File: config.mk
export PLATFORM = sky130hd
export DESIGN_NAME = pssq_sequencer
export DESIGN_NICKNAME = d
export VERILOG_FILES = /design/src/logic/pssq_pkg.sv /design/src/logic/pssq_down_timer.sv /design/src/logic/pssq_sequencer.sv
export SDC_FILE = /design/constraint.sdc
export NUM_CORES = 1
export LEC_CHECK = 0
export BUFFER_PORTS_ARGS = -buffer_cell sky130_fd_sc_hd__clkbuf_2
export CORE_ASPECT_RATIO = 1.75
export CORE_MARGIN = 3
export CORE_UTILIZATION = 25
export DETAILED_ROUTE_END_ITERATION = 16
export GPL_ROUTABILITY_DRIVEN = 0
export SYNTH_ARGS = -nofsm -noshare
export SYNTH_HDL_FRONTEND = slang
export SYNTH_SLANG_ARGS = --single-unit
File: constraint.sdc
create_clock -name mclk_in -period 155 [get_ports mclk_in]
set_input_delay 23.25 -clock mclk_in [delete_from_list [all_inputs] [get_ports mclk_in]]
set_output_delay 23.25 -clock mclk_in [all_outputs]
set_load 0.02 [all_outputs]
File: src/logic/pssq_pkg.sv
// Package: constants and state type for the pump sample cycle sequencer
package pssq_pkg;

  // ****************************************************************
  // Sensor and arithmetic
  // ****************************************************************
  localparam int unsigned PSSQ_COUNTS_PER_REV   = 16;  // Pulses per revolution
  localparam int unsigned PSSQ_CNT_W            = 24;  // Revolution counter width
  localparam int unsigned PSSQ_VOL_W            = 16;  // Volume word width
  localparam int unsigned PSSQ_TMR_W            = 24;  // Timer width

  // ****************************************************************
  // Default timing, in microseconds and derived cycles at 40 MHz
  // ****************************************************************
  localparam int unsigned PSSQ_CLK_MHZ          = 40;
  localparam int unsigned PSSQ_SETTLE_US        = 20000;
  localparam int unsigned PSSQ_SETTLE_CYC       = PSSQ_SETTLE_US * PSSQ_CLK_MHZ;
  localparam int unsigned PSSQ_PURGE_US         = 2000000;
  localparam int unsigned PSSQ_PURGE_CYC        = PSSQ_PURGE_US * PSSQ_CLK_MHZ;
  localparam int unsigned PSSQ_STALL_US         = 400000;
  localparam int unsigned PSSQ_STALL_CYC        = PSSQ_STALL_US * PSSQ_CLK_MHZ;

  // ****************************************************************
  // Keypad and display
  // ****************************************************************
  localparam int unsigned PSSQ_KEY_POSITIONS    = 24;
  localparam int unsigned PSSQ_KEY_ROWS         = 4;
  localparam int unsigned PSSQ_KEY_COLS         = 6;
  localparam int unsigned PSSQ_LCD_LINES        = 2;
  localparam int unsigned PSSQ_LCD_CHARS        = 20;
  localparam int unsigned PSSQ_LCD_CELLS        = PSSQ_LCD_LINES * PSSQ_LCD_CHARS;

  // ****************************************************************
  // Sequencer states
  // ****************************************************************
  typedef enum logic [7:0] {
    PSSQ_IDLE    = 8'b0000_0001,
    PSSQ_SETTLE  = 8'b0000_0010,
    PSSQ_PURGE1  = 8'b0000_0100,
    PSSQ_FILL    = 8'b0000_1000,
    PSSQ_CALC    = 8'b0001_0000,
    PSSQ_DELIVER = 8'b0010_0000,
    PSSQ_PURGE2  = 8'b0100_0000,
    PSSQ_FAULT   = 8'b1000_0000
  } pssq_state_e;

endpackage

File: src/logic/pssq_down_timer.sv
// Loadable down-counter used for settling and purge timing
`timescale 1ns/1ps
`default_nettype none
module pssq_down_timer #(
  parameter int unsigned WIDTH = 24
) (
  // Clock and reset
  input  wire logic             mclk_in,
  input  wire logic             arst_n_in,
  // Control
  input  wire logic             load_in,
  input  wire logic [WIDTH-1:0] value_in,
  // Status
  output logic                  busy_out,
  output logic                  done_out
);

  logic [WIDTH-1:0] cnt_reg;
  logic             busy_reg;

  // Load wins over counting so a restart never sees a stale zero
  always_ff @(posedge mclk_in or negedge arst_n_in) begin
    if (!arst_n_in) begin
      cnt_reg  <= '0;
      busy_reg <= 1'b0;
    end else if (load_in) begin
      cnt_reg  <= value_in;
      busy_reg <= 1'b1;
    end else if (cnt_reg != '0) begin
      cnt_reg  <= cnt_reg - 1'b1;
    end else begin
      busy_reg <= 1'b0;
    end
  end

  assign busy_out = busy_reg;
  assign done_out = busy_reg && (cnt_reg == '0);

endmodule
`default_nettype wire

File: src/logic/pssq_sequencer.sv
// Pump sample cycle sequencer: relay, motor, pulse counting, volume metering
`timescale 1ns/1ps
`default_nettype none
module pssq_sequencer
  import pssq_pkg::*;
#(
  parameter int unsigned COUNTS_PER_REV = PSSQ_COUNTS_PER_REV,
  parameter int unsigned CNT_W          = PSSQ_CNT_W,
  parameter int unsigned VOL_W          = PSSQ_VOL_W,
  parameter int unsigned TMR_W          = PSSQ_TMR_W
) (
  // Clock and reset
  input  wire logic                  mclk_in,
  input  wire logic                  arst_n_in,
  // Event control
  input  wire logic                  event_start_in,
  input  wire logic                  fault_clear_in,
  // Programming
  input  wire logic [VOL_W-1:0]      target_volume_in,
  input  wire logic [VOL_W-1:0]      line_volume_in,
  input  wire logic [TMR_W-1:0]      settle_cycles_in,
  input  wire logic [TMR_W-1:0]      purge_cycles_in,
  input  wire logic [TMR_W-1:0]      stall_cycles_in,
  // Pump board connector
  input  wire logic                  revolution_pulse_in,
  input  wire logic                  liquid_present_in,
  output logic                       direction_relay_out,
  output logic                       motor_run_out,
  output logic                       optosensor_power_out,
  // Keypad connector, row scan and column sense
  input  wire logic [PSSQ_KEY_COLS-1:0] key_cols_in,
  output logic [PSSQ_KEY_ROWS-1:0]   key_rows_out,
  output logic                       key_valid_out,
  output logic [4:0]                 key_code_out,
  // Serial port connector
  input  wire logic                  serial_attach_in,
  input  wire logic                  serial_rx_valid_in,
  input  wire logic [7:0]            serial_rx_data_in,
  output logic                       serial_attached_out,
  output logic [7:0]                 serial_rx_char_out,
  output logic                       serial_tx_valid_out,
  output logic [7:0]                 serial_tx_data_out,
  // Display position of status text
  output logic                       lcd_line_out,
  output logic [4:0]                 lcd_col_out,
  // Status
  output logic                       busy_out,
  output logic                       fault_out,
  output logic [CNT_W-1:0]           fill_revs_out,
  output logic [CNT_W-1:0]           deliver_revs_out,
  output logic [VOL_W-1:0]           vol_per_rev_out
);

  // ****************************************************************
  // State and storage
  // ****************************************************************
  pssq_state_e      state_reg;
  pssq_state_e      after_settle_reg;
  logic             dir_fwd_reg;
  logic             run_reg;
  logic             fault_reg;
  logic             pulse_d_reg;
  logic [$clog2(COUNTS_PER_REV)-1:0] sub_reg;
  logic [CNT_W-1:0] revs_reg;
  logic [CNT_W-1:0] fill_revs_reg;
  logic [CNT_W-1:0] target_revs_reg;
  logic [VOL_W-1:0] vpr_reg;
  logic             pulse_rise;
  logic             rev_tick;
  logic             tmr_load;
  logic [TMR_W-1:0] tmr_value;
  logic             tmr_busy;
  logic             tmr_done;
  logic [TMR_W-1:0] stall_reg;
  logic             stall_hit;

  // ****************************************************************
  // Phase timer
  // ****************************************************************
  pssq_down_timer #(.WIDTH(TMR_W)) pssq_down_timer_i (
    .mclk_in   (mclk_in),
    .arst_n_in (arst_n_in),
    .load_in   (tmr_load),
    .value_in  (tmr_value),
    .busy_out  (tmr_busy),
    .done_out  (tmr_done)
  );

  // Pulse edge and revolution tick from fixed counts per revolution
  assign pulse_rise = revolution_pulse_in && !pulse_d_reg;
  assign rev_tick   = pulse_rise &&
                      (sub_reg == ($clog2(COUNTS_PER_REV))'(COUNTS_PER_REV-1));

  // Timer is loaded when the settle or a purge phase begins
  always_comb begin
    tmr_load  = 1'b0;
    tmr_value = settle_cycles_in;
    case (state_reg)
      PSSQ_IDLE: begin
        tmr_load = event_start_in && !fault_reg;
      end
      PSSQ_SETTLE: begin
        tmr_load  = tmr_done;
        tmr_value = purge_cycles_in;
      end
      PSSQ_PURGE1: begin
        tmr_load = tmr_done;  // Relay must settle again before fill
      end
      PSSQ_FILL: begin
        tmr_load = liquid_present_in;
      end
      PSSQ_DELIVER: begin
        tmr_load = (revs_reg >= target_revs_reg);
      end
      default: begin
        tmr_load = 1'b0;
      end
    endcase
  end

  // ****************************************************************
  // Sequencer
  // ****************************************************************
  // Settling precedes every run except delivery, which follows fill via calc; purges time out on the loaded timer
  always_ff @(posedge mclk_in or negedge arst_n_in) begin
    if (!arst_n_in) begin
      state_reg        <= PSSQ_IDLE;
      after_settle_reg <= PSSQ_PURGE1;
    end else begin
      case (state_reg)
        PSSQ_IDLE: begin
          if (event_start_in && !fault_reg) begin
            state_reg        <= PSSQ_SETTLE;
            after_settle_reg <= PSSQ_PURGE1;
          end
        end
        PSSQ_SETTLE: begin
          if (tmr_done) begin
            state_reg <= after_settle_reg;
          end
        end
        PSSQ_PURGE1: begin
          if (stall_hit) begin
            state_reg <= PSSQ_FAULT;
          end else if (tmr_done) begin
            state_reg        <= PSSQ_SETTLE;
            after_settle_reg <= PSSQ_FILL;
          end
        end
        PSSQ_FILL: begin
          if (stall_hit) begin
            state_reg <= PSSQ_FAULT;
          end else if (liquid_present_in) begin
            state_reg <= PSSQ_CALC;
          end
        end
        PSSQ_CALC: begin
          state_reg <= PSSQ_DELIVER;
        end
        PSSQ_DELIVER: begin
          if (stall_hit) begin
            state_reg <= PSSQ_FAULT;
          end else if (revs_reg >= target_revs_reg) begin
            state_reg        <= PSSQ_SETTLE;
            after_settle_reg <= PSSQ_PURGE2;
          end
        end
        PSSQ_PURGE2: begin
          if (stall_hit) begin
            state_reg <= PSSQ_FAULT;
          end else if (tmr_done) begin
            state_reg <= PSSQ_IDLE;
          end
        end
        PSSQ_FAULT: begin
          state_reg <= PSSQ_IDLE;
        end
        default: begin
          state_reg <= PSSQ_IDLE;
        end
      endcase
    end
  end

  // Direction: reverse except while heading into or running fill/delivery
  always_ff @(posedge mclk_in or negedge arst_n_in) begin
    if (!arst_n_in) begin
      dir_fwd_reg <= 1'b0;
    end else begin
      case (state_reg)
        PSSQ_SETTLE: begin
          dir_fwd_reg <= (after_settle_reg == PSSQ_FILL);
        end
        PSSQ_FILL, PSSQ_CALC, PSSQ_DELIVER: begin
          dir_fwd_reg <= 1'b1;
        end
        default: begin
          dir_fwd_reg <= 1'b0;
        end
      endcase
    end
  end

  // Run is high only in pumping phases, never during relay settling
  always_ff @(posedge mclk_in or negedge arst_n_in) begin
    if (!arst_n_in) begin
      run_reg <= 1'b0;
    end else begin
      case (state_reg)
        PSSQ_SETTLE: run_reg <= tmr_done && !tmr_load;
        PSSQ_PURGE1: run_reg <= !stall_hit && !tmr_done;
        PSSQ_FILL: run_reg <= !stall_hit && !liquid_present_in;
        PSSQ_CALC: run_reg <= 1'b1;
        PSSQ_DELIVER: run_reg <= !stall_hit && (revs_reg < target_revs_reg);
        PSSQ_PURGE2: run_reg <= !stall_hit && !tmr_done;
        default: run_reg <= 1'b0;
      endcase
    end
  end

  // ****************************************************************
  // Counting and delivery arithmetic
  // ****************************************************************
  // Pulses count only while the motor runs; revolution count reset per phase
  always_ff @(posedge mclk_in or negedge arst_n_in) begin
    if (!arst_n_in) begin
      pulse_d_reg <= 1'b0;
      sub_reg     <= '0;
      revs_reg    <= '0;
    end else begin
      pulse_d_reg <= revolution_pulse_in;
      if (state_reg == PSSQ_SETTLE || state_reg == PSSQ_CALC) begin
        sub_reg  <= '0;
        revs_reg <= '0;
      end else if (run_reg && pulse_rise) begin
        sub_reg <= rev_tick ? '0 : sub_reg + 1'b1;
        if (rev_tick) begin
          revs_reg <= revs_reg + 1'b1;
        end
      end
    end
  end

  // Fill revolutions captured at detection; volume per revolution follows
  // from the known line volume, so suction head is folded in each event.
  // Divide is sequential-free for clarity; it sits in one long path.
  always_ff @(posedge mclk_in or negedge arst_n_in) begin
    if (!arst_n_in) begin
      fill_revs_reg   <= '0;
      vpr_reg         <= '0;
      target_revs_reg <= '0;
    end else if (state_reg == PSSQ_FILL && liquid_present_in) begin
      fill_revs_reg <= revs_reg;
      vpr_reg <= (revs_reg == '0) ? line_volume_in :
                 VOL_W'(CNT_W'(line_volume_in) / revs_reg);
    end else if (state_reg == PSSQ_CALC) begin
      target_revs_reg <= (vpr_reg == '0) ? CNT_W'(target_volume_in) :
                         CNT_W'((CNT_W'(target_volume_in) + CNT_W'(vpr_reg)
                                 - 1'b1) / CNT_W'(vpr_reg));
    end
  end

  // Stall watchdog: any pulse or non-running motor reloads it
  always_ff @(posedge mclk_in or negedge arst_n_in) begin
    if (!arst_n_in) begin
      stall_reg <= '0;
    end else if (!run_reg || pulse_rise) begin
      stall_reg <= stall_cycles_in;
    end else if (stall_reg != '0) begin
      stall_reg <= stall_reg - 1'b1;
    end
  end
  assign stall_hit = run_reg && (stall_reg == '0) &&
                     (stall_cycles_in != '0);

  // Fault is sticky until cleared; a new stall wins over the clear
  always_ff @(posedge mclk_in or negedge arst_n_in) begin
    if (!arst_n_in) begin
      fault_reg <= 1'b0;
    end else if (stall_hit) begin
      fault_reg <= 1'b1;
    end else if (fault_clear_in) begin
      fault_reg <= 1'b0;
    end
  end

  // ****************************************************************
  // Keypad scan, 4 rows by 6 columns
  // ****************************************************************
  logic [1:0] row_reg;
  logic       key_v_reg;
  logic [4:0] key_c_reg;
  logic [2:0] col_idx;
  logic       col_hit;

  // Lowest pressed column wins when several keys share a row
  always_comb begin
    col_idx = '0;
    col_hit = 1'b0;
    for (int i = PSSQ_KEY_COLS - 1; i >= 0; i--) begin
      if (key_cols_in[i]) begin
        col_idx = 3'(i);
        col_hit = 1'b1;
      end
    end
  end

  always_ff @(posedge mclk_in or negedge arst_n_in) begin
    if (!arst_n_in) begin
      row_reg   <= '0;
      key_v_reg <= 1'b0;
      key_c_reg <= '0;
    end else begin
      row_reg   <= (row_reg == 2'(PSSQ_KEY_ROWS - 1)) ? '0 : row_reg + 1'b1;
      key_v_reg <= col_hit;
      key_c_reg <= 5'(row_reg * PSSQ_KEY_COLS + col_idx);
    end
  end
  assign key_rows_out  = PSSQ_KEY_ROWS'(1) << row_reg;
  assign key_valid_out = key_v_reg;
  assign key_code_out  = key_c_reg;

  // ****************************************************************
  // Serial port and display position
  // ****************************************************************
  logic       att_reg;
  logic [7:0] rx_reg;
  logic       tx_v_reg;
  logic [7:0] tx_d_reg;
  logic       line_reg;
  logic [4:0] col_reg;
  logic       st_change;
  pssq_state_e st_d_reg;

  assign st_change = (state_reg != st_d_reg);

  // Status byte sent on each phase change, only when a device is attached
  always_ff @(posedge mclk_in or negedge arst_n_in) begin
    if (!arst_n_in) begin
      att_reg  <= 1'b0;
      rx_reg   <= '0;
      tx_v_reg <= 1'b0;
      tx_d_reg <= '0;
      st_d_reg <= PSSQ_IDLE;
    end else begin
      att_reg  <= serial_attach_in;
      st_d_reg <= state_reg;
      if (serial_rx_valid_in) begin
        rx_reg <= serial_rx_data_in;
      end
      tx_v_reg <= st_change && att_reg;
      tx_d_reg <= {fault_reg, state_reg[6:0]};
    end
  end

  // Status text cursor walks 2 lines of 20 characters
  always_ff @(posedge mclk_in or negedge arst_n_in) begin
    if (!arst_n_in) begin
      line_reg <= 1'b0;
      col_reg  <= '0;
    end else if (st_change) begin
      if (col_reg == 5'(PSSQ_LCD_CHARS - 1)) begin
        col_reg  <= '0;
        line_reg <= ~line_reg;
      end else begin
        col_reg <= col_reg + 1'b1;
      end
    end
  end

  // ****************************************************************
  // Outputs
  // ****************************************************************
  assign direction_relay_out  = dir_fwd_reg;
  assign motor_run_out        = run_reg;
  assign optosensor_power_out = run_reg;
  assign serial_attached_out  = att_reg;
  assign serial_rx_char_out   = rx_reg;
  assign serial_tx_valid_out  = tx_v_reg;
  assign serial_tx_data_out   = tx_d_reg;
  assign lcd_line_out         = line_reg;
  assign lcd_col_out          = col_reg;
  assign busy_out             = (state_reg != PSSQ_IDLE);
  assign fault_out            = fault_reg;
  assign fill_revs_out        = fill_revs_reg;
  assign deliver_revs_out     = target_revs_reg;
  assign vol_per_rev_out      = vpr_reg;

endmodule
`default_nettype wire

Word-level counts from Yosys, hierarchy flattened
Index checks and enable logic that the tools add are counted.

storage, ports and cells
  bits in registers = 201
  output and inout port bits = 103
  word-level logic and storage cells = 159

operators by class
  $add $sub $neg = 9
  multipliers = 1
  divide/modulo/power cells = 2
  magnitude comparators = 2
  equal/unequal tests = 24
  shift operators = 1
  muxes and demuxes = 51
  bitwise operators = 2
  reductions and logical operators = 43

operators with widths
  operator                 count
  $mux W24                 9
  $mux W8                  15
  $logic_not A24 Y1        3
  $reduce_bool A24 Y1      3
  $pmux W8 S7              1
  $sub A24 B1 Y24 const B  2
  $add A24 B1 Y24 const B  1
  $div A16 B24 Y24         1
  $div A24 B16 Y24         1
  $ge A24 B24 Y1           1
  $lt A24 B24 Y1           1
  $pmux W8 S3              1
  $mux W3                  6
  $sub A17 B1 Y18 const B  1
  $add A16 B16 Y17         1
  $eq A8 B4 Y1 const B     2
  $logic_not A16 Y1        1
  $mux W16                 1
  $ne A2 B2 Y1 const B     7
  $logic_and A1 B1 Y1      13
  $mux W4                  3
  $ne A3 B3 Y1 const B     4
  $reduce_and A6 Y1        2
  $mux W1                  10
  30 further kinds         45

Depth between registers and ports, before layout
Gate-level depths: netlist of the first run.

  depth in word-level cells = 7
  depth in mapped cells = 349

Hierarchy
From an unflattened synthesis of the first run, not the netlist that was laid out.

unflattened totals
  cells, all modules = 5001
  area, all modules = 37528.5 um^2

by module, submodules not included
  module           instances  cells an instance  area each (um^2)  sequential area each (um^2)
  pssq_sequencer   1          4846               36025.8           4132.7
  pssq_down_timer  1          155                1502.7            625.6

Least setup slack after synthesis of the first run
No wires, ideal clock.

  path type = input -> register
  from = input target_volume_in[1]
  to = register target_revs_reg[0], in the netlist deliver_revs_out[0]
  setup time = 0.133 ns
  data arrival time = 78.297 ns
  data required time = 154.867 ns
  path slack = 76.570 ns
  stages = 271
  buffers on the path = 25
  cell sequence = inv_1 > ha_1 > inv_1 > ha_1 > inv_1 > fa_1 > nand2b_1 > a21oi_1 > a21oi_1 > a21oi_1 > clkbuf_1 > ha_1 > nand4_1 > nor4_1 > nand4_1 > a21oi_1 > ha_1 > o21ai_0 > (+235 left out) > a21oi_1 > nor2b_1 > o21ai_0 > nand2b_1 > a21oi_1 > nor2b_1 > o21ai_0 > nand2b_1 > a21oi_1 > nor2b_1 > o21ai_0 > nand2b_1 > a21oi_1 > o21ai_0 > a221oi_1 > o21ai_0 > a2111oi_1 > a21oi_1

on the way
  word-level cells in the longest chain between the ends = 4

ends and longest elaborated chain
  item                    RTL line               source
  start: declaration      pssq_sequencer.sv:19   input wire logic [VOL_W-1:0] target_volume_in,
  $add A16 B16 Y17        pssq_sequencer.sv:258  CNT_W'((CNT_W'(target_volume_in) + CNT_W'(vpr_reg)
  $sub A17 B1 Y18         pssq_sequencer.sv:259  - 1'b1) / CNT_W'(vpr_reg));
  $div A24 B16 Y24        pssq_sequencer.sv:259
  $mux W24                pssq_sequencer.sv:257  target_revs_reg <= (vpr_reg == '0) ? CNT_W'(target_volume_in) :
  end signal: assignment  pssq_sequencer.sv:257
  end: declaration        pssq_sequencer.sv:66   logic [CNT_W-1:0] target_revs_reg;

No other way between the ends.
A chain may end at the register's enable or synchronous reset.

Worst setup path in the final report of the first run
Ends and elaborated chain as after synthesis.

==> impl_results.md, run 1 <==
* Core Region at 0.151 mm²
* Worst slew margin at 0.144
* Fillers at 16,400
* CP max stage cell: o311ai_1
* Critical setup path kind: input pin to flop
* Hold Crit Class: flop to flop
* Post-route cell area at between 0.04 and 0.05 mm²
* RSZ-0062 raised after global routing: false
* DIE WIDTH at roughly 300 µm
* Initial antenna violation count at 11
* Routed Antenna Nets at 0
* Setup tns final at 0 ns
* Drt total wl at 140 mm
* Final nets at 6,000
* WP data arrival at 87.15 ns
* Syn-to-layout area delta at 11.3%
* Top-count cell post-synth: ha_1
* Setup crit start kind: input pin
* Max H-tree Level at 4
* Post-Place Cell Area at roughly 0.042 mm²
* Routed len/inst at 19.3 µm
* Most used cell, CP: a21oi_1
* CTS sink count at 190
* Multi-input gate area at 0.0318 mm²
* Synth Register Bits at 190
* CTS max path bufs at 2
* Fmax at 0.0115 GHz
* Hold Fails Final Rpt at 0
* WP data required at between 150 and 200 ns
* CP peak stage delay at just over 1 ns
* Synth cell count leaders: 634 x ha_1, 541 x nor2_1, 426 x nand2_1
* Count of final max-slew check failures at 0
* Main synth FF type: dfrtp_1
* Period utilization at 0.560
* Worst Setup EP: deliver_revs_out[0]$_DFFE_PN0P_
* Status: finished, final reports clean
* Leading area contributor after synthesis: ha_1
* Vias in the first global route at 39,100
* Clock skew at 0.0170 ns
* Finish-stage setup viols at 0
* Iter 0 DRT Violations at 2,145
* Vias per Instance at around 5.4
* Gr ovfl total at 0
* CP startpoint: target_volume_in[1]
* R2R setup slack at approximately 79 ns
* Port Buf Inserts at roughly 230
* Synth Instances at 5,067
* Number of flops mapped to enable cells by yosys at 0
* Reg2Reg Depth at 337
* Ranking of synthesized cells by area: ha_1 21%, dfrtp_1 12%, mux2_2 5.9%
* I/O pins at approximately 230
* Netlist cell types at 98
* DIE HEIGHT at 522 µm
* Fraction of layout cells with a size suffix above 1 at 0.120
* Largest net degree at the start of global routing at 77
* DRC violation count after routing at 0
* Total track usage at 0.172
* Drt first pass iters at 6
* Synthesized area at 0.0380 mm²
* Clock Pin Slew Worst Setup and Hold Paths at 0.09 ns
* Initial core utilization at 0.252
* DR vias at 39,200
* Min cycle time layout at approximately 87 ns
* Worst-margin pin slew at 1.28 ns
* Sequential Area at 0.00476 mm²
* YS warnings at 0
* Clk_lat worst skew at 0.52 ns
* Global-route wire length before repair at 212 mm
* Root buf cell: clkbuf_16
* Hold Buf Count CTS at 0
* Num CTS Buffers at 17
* CTS tree: yes
* Ys async rst share at 1.00
* Worst r2r dst: vol_per_rev_out[0]$_DFFE_PN0P_
* Synth top area share at 0.209
* Sequential-to-total area share from yosys stat at 0.125
* Critical Path Sink Type: flop
* Post CTS Setup Buffer Count at 0
* CP max FO at 29
* Site row count at 188
* Avg Synthesized Cell Area at 7.50 µm²
* Max Cap Viol at 0
* Worst R2R Start: revs_reg[23]$_DFFE_PN0P_
* Post-cts sizing count at 0
* Die ar. at approximately 0.16 mm²
* Detailed placement HPWL at 113 mm
routing by layer:
layer  wire, µm  vias up  track usage
li1           -    19100            -
met1      51500    18500        0.174
met2      71000     1135        0.321
met3       6510      468       0.0251
met4      10500        6        0.117
met5         41        -            0
how the worst min path moves through the flow:
stage / from / depth (start not counted) / endpoint / slack (ns)
6_report: fault_out$_DFFE_PN0P_ / 0 / serial_tx_data_out[7]$_DFF_PN0_ / 0.42
5_1_grt: fault_out$_DFFE_PN0P_ / 0 / serial_tx_data_out[7]$_DFF_PN0_ / 0.43
2_1_floorplan: state_reg[1]$_DFFE_PN0P_ / 0 / st_d_reg[1]$_DFF_PN0_ / 0.35
3_3_place_gp: fault_out$_DFFE_PN0P_ / 0 / serial_tx_data_out[7]$_DFF_PN0_ / 0.39
4_1_cts: fault_out$_DFFE_PN0P_ / 0 / serial_tx_data_out[7]$_DFF_PN0_ / 0.42
3_5_place_dp: fault_out$_DFFE_PN0P_ / 0 / serial_tx_data_out[7]$_DFF_PN0_ / 0.40
cell families (layout without fill, tap and decap cells):
family | count (synthesis) | count (layout) | synth area share
muxes | 278 | 278 | 0.0800
adders and majority gates | 636 | 636 | 0.210
AOI/OAI and AO/OA | 1435 | 1435 | 0.250
and+or+nand+nor | 1860 | 1860 | 0.235
xor gates and xnor gates | 253 | 253 | 0.0583
DFF | 190 | 190 | 0.125
other | 1 | 10 | 0.0000987
buffers and inverters | 414 | 592 | 0.0419
cell type report:
cell class | count | share of cell area
sequential | 190 | 0.112
antenna | 3 | 0.000177
timing repair buffer | 300 | 0.0400
clock buffer | 17 | 0.0101
clock inverter | 15 | 0.00441
multi-input combinational | 4469 | 0.751
inverter | 260 | 0.0231
tap | 1995 | 0.0590
per-stage QoR:
stage | utilization | hold WS (ns) | setup slack, ns | std cells
2_1_floorplan | - | 0.352 | 76.57 | 5073
3_3_place_gp | 0.277 | 0.392 | 70.19 | 7214
3_5_place_dp | 0.277 | 0.397 | 68.77 | 7214
4_1_cts | 0.281 | 0.417 | 69.08 | 7246
5_1_grt | 0.281 | 0.434 | 63.18 | 7246
6_report | 0.281 | 0.415 | 68.25 | 7249
placed cells by master, fill, tap and decap left out, types with 72 or more instances in the layout:
| cell | n |
|---|---|
| buf_4 | 72 |
| o21a_1 | 272 |
| clkbuf_2 | 227 |
| inv_1 | 256 |
| nor3_1 | 330 |
| nand2_1 | 425 |
| nand3_1 | 100 |
| ha_1 | 634 |
| xnor2_1 | 161 |
| dfrtp_1 | 187 |
| nor2_1 | 538 |
| mux2i_1 | 77 |
| xor2_1 | 92 |
| a21o_1 | 121 |
| a21oi_1 | 271 |
| o21ai_0 | 335 |
| mux2_2 | 199 |
worst max-delay path, delay by kind of cell:
kind	cells	cell delay (ns)
buf+inv	10	2.11
mux	8	2.73
simple gates	66	18.06
compound gates	142	32.83
fa+ha+maj	26	8.04
Power of run 1 is left out: the tool's default activity adds up to more than one toggle a clock period on the data nets, which glitch-free logic cannot reach.
==> run 2, diff against run 1 <==
Clock period 155 ns to 81.2 ns, I/O delays scaled along.
==> run 2 against run 1 <==
Effect of this change: clock skew is 0.0020 ns higher; register-to-register slack worse by 72 ns; via count is 0.44% higher; critical endpoint unchanged; largest cell class unchanged.
==> impl_results.md, run 2 (synthesized netlist as in run 1, its figures left out) <==
* Site row count at 188
* Core Region at 0.151 mm²
* CTS sink count at 190
* Period utilization at 0.936
* Max Cap Viol at 0
* Hold Fails Final Rpt at 0
* CTS tree: yes
* Clock Pin Slew Worst Setup and Hold Paths at about 0.090 ns
* Largest net degree at the start of global routing at 93
* Initial core utilization at 0.252
* Count of final max-slew check failures at 0
* Num CTS Buffers at 17
* Port Buf Inserts at 228
* Die ar. at ~0.16 mm²
* CP peak stage delay at approximately 0.76 ns
* I/O pins at 229
* CTS max path bufs at 2
* CP max FO at 29
* Most common cell after layout, fill and taps aside: ha_1
* Fillers at between 15,000 and 20,000
* Clock skew at 0.0191 ns
* Iter 0 DRT Violations at 2,078
* Most used cell, CP: o21a_1
* Initial antenna violation count at 9
* Hold Crit Class: flop to flop
* DIE HEIGHT at 522 µm
* Routed Antenna Nets at 0
* Gr ovfl total at 0
* Final nets at 6,002
* Setup tns final at 0 ns
* Min cycle time layout at between 70 and 80 ns
* Global-route wire length before repair at 213 mm
* Max H-tree Level at 4
* Syn-to-layout area delta at 11.3%
* Clk_lat worst skew at 0.53 ns
* Worst-margin pin slew at 1.21 ns
* Total track usage at 0.172
* CP max stage cell: nor4_1
* DRC violation count after routing at 0
* DIE WIDTH at 301 µm
* Commonest non-fill, non-tap cells in the layout: 634 x ha_1, 535 x nor2_1, 425 x nand2_1
* WP data required at 81.57 ns
* Fmax at roughly 0.013 GHz
* Finish-stage setup viols at 0
* Vias per Instance at 5.43
* Root buf cell: clkbuf_16
* Critical Path Sink Type: flop
* Fraction of layout cells with a size suffix above 1 at 0.122
* WP data arrival at 76.39 ns
* Setup crit start kind: input pin
* Hold Buf Count CTS at 0
* Critical setup path kind: input pin to flop
* Drt total wl at 139 mm
* RSZ-0062 raised after global routing: false
* Worst slew margin at 0.191
* Drt first pass iters at 7
* DR vias at 39,400
* Routed len/inst at 19.2 µm
* Detailed placement HPWL at 113 mm
* Vias in the first global route at 39,500
* Status: finished, final reports clean
run 2: stage by stage:
stage	instances	worst slack (ns)	utilization	instance area, µm²	hold WS, ns
after floorplan	5073	13.84	-	38000	0.352
after global placement	7216	3.66	0.277	41700	0.392
after detailed placement	7216	3.27	0.277	41700	0.398
after CTS	7248	3.60	0.281	42300	0.426
after global routing	7248	0.176	0.281	42300	0.437
final	7249	5.19	0.281	42300	0.424
run 2: timing repair:
item / 4_1_cts / 5_1_grt
resized for setup: 0 / 8
endpoints found under the setup margin: 0 / 1
setup buffers: 0 / 0
run 2: cell type report:
type                       instances  area (µm²)  area share
inverter                         260         976      0.0231
clock buffer                      18         429      0.0101
tap                             1995        2500      0.0590
clock inverter                    14         165     0.00390
multi-input combinational       4469       31800       0.751
antenna                            1        2.50   0.0000591
sequential                       190        4760       0.112
timing repair buffer             302        1710      0.0403
run 2: path summary, 6_finish.rpt:
| path | startpoint | endpoint | slack, ns | cells after the start |
|---|---|---|---|---|
| hold reg to reg | fault_out$_DFFE_PN0P_ | serial_tx_data_out[7]$_DFF_PN0_ | 0.42 | 0 |
| max in group asynchronous | arst_n_in | deliver_revs_out[17]$_DFFE_PN0P_ | 67.57 | 3 |
| hold / removal | fault_out$_DFFE_PN0P_ | serial_tx_data_out[7]$_DFF_PN0_ | 0.42 | 0 |
| min in group asynchronous | arst_n_in | serial_attached_out$_DFF_PN0_ | 11.62 | 1 |
| setup reg to reg | revs_reg[23]$_DFFE_PN0P_ | vol_per_rev_out[0]$_DFFE_PN0P_ | 7.48 | 337 |
| setup / recovery | target_volume_in[1] | deliver_revs_out[0]$_DFFE_PN0P_ | 5.19 | 254 |
run 2: critical path: cells and delay by family:
kind                       cells  cell delay, ns
AOI/OAI and AO/OA            142           33.83
adders and majority gates     27            8.18
buffers and inverters         11            2.16
muxes                          9            3.01
and+or+nand+nor               65           16.91
run 2: layer usage:
| metal | share of wire | global-route usage |
|---|---|---|
| met5 | 0.000093 | 0 |
| met4 | 0.074 | 0.117 |
| met3 | 0.046 | 0.0268 |
| met2 | 0.51 | 0.320 |
| met1 | 0.37 | 0.175 |
Power of run 2 is left out for the same reason.
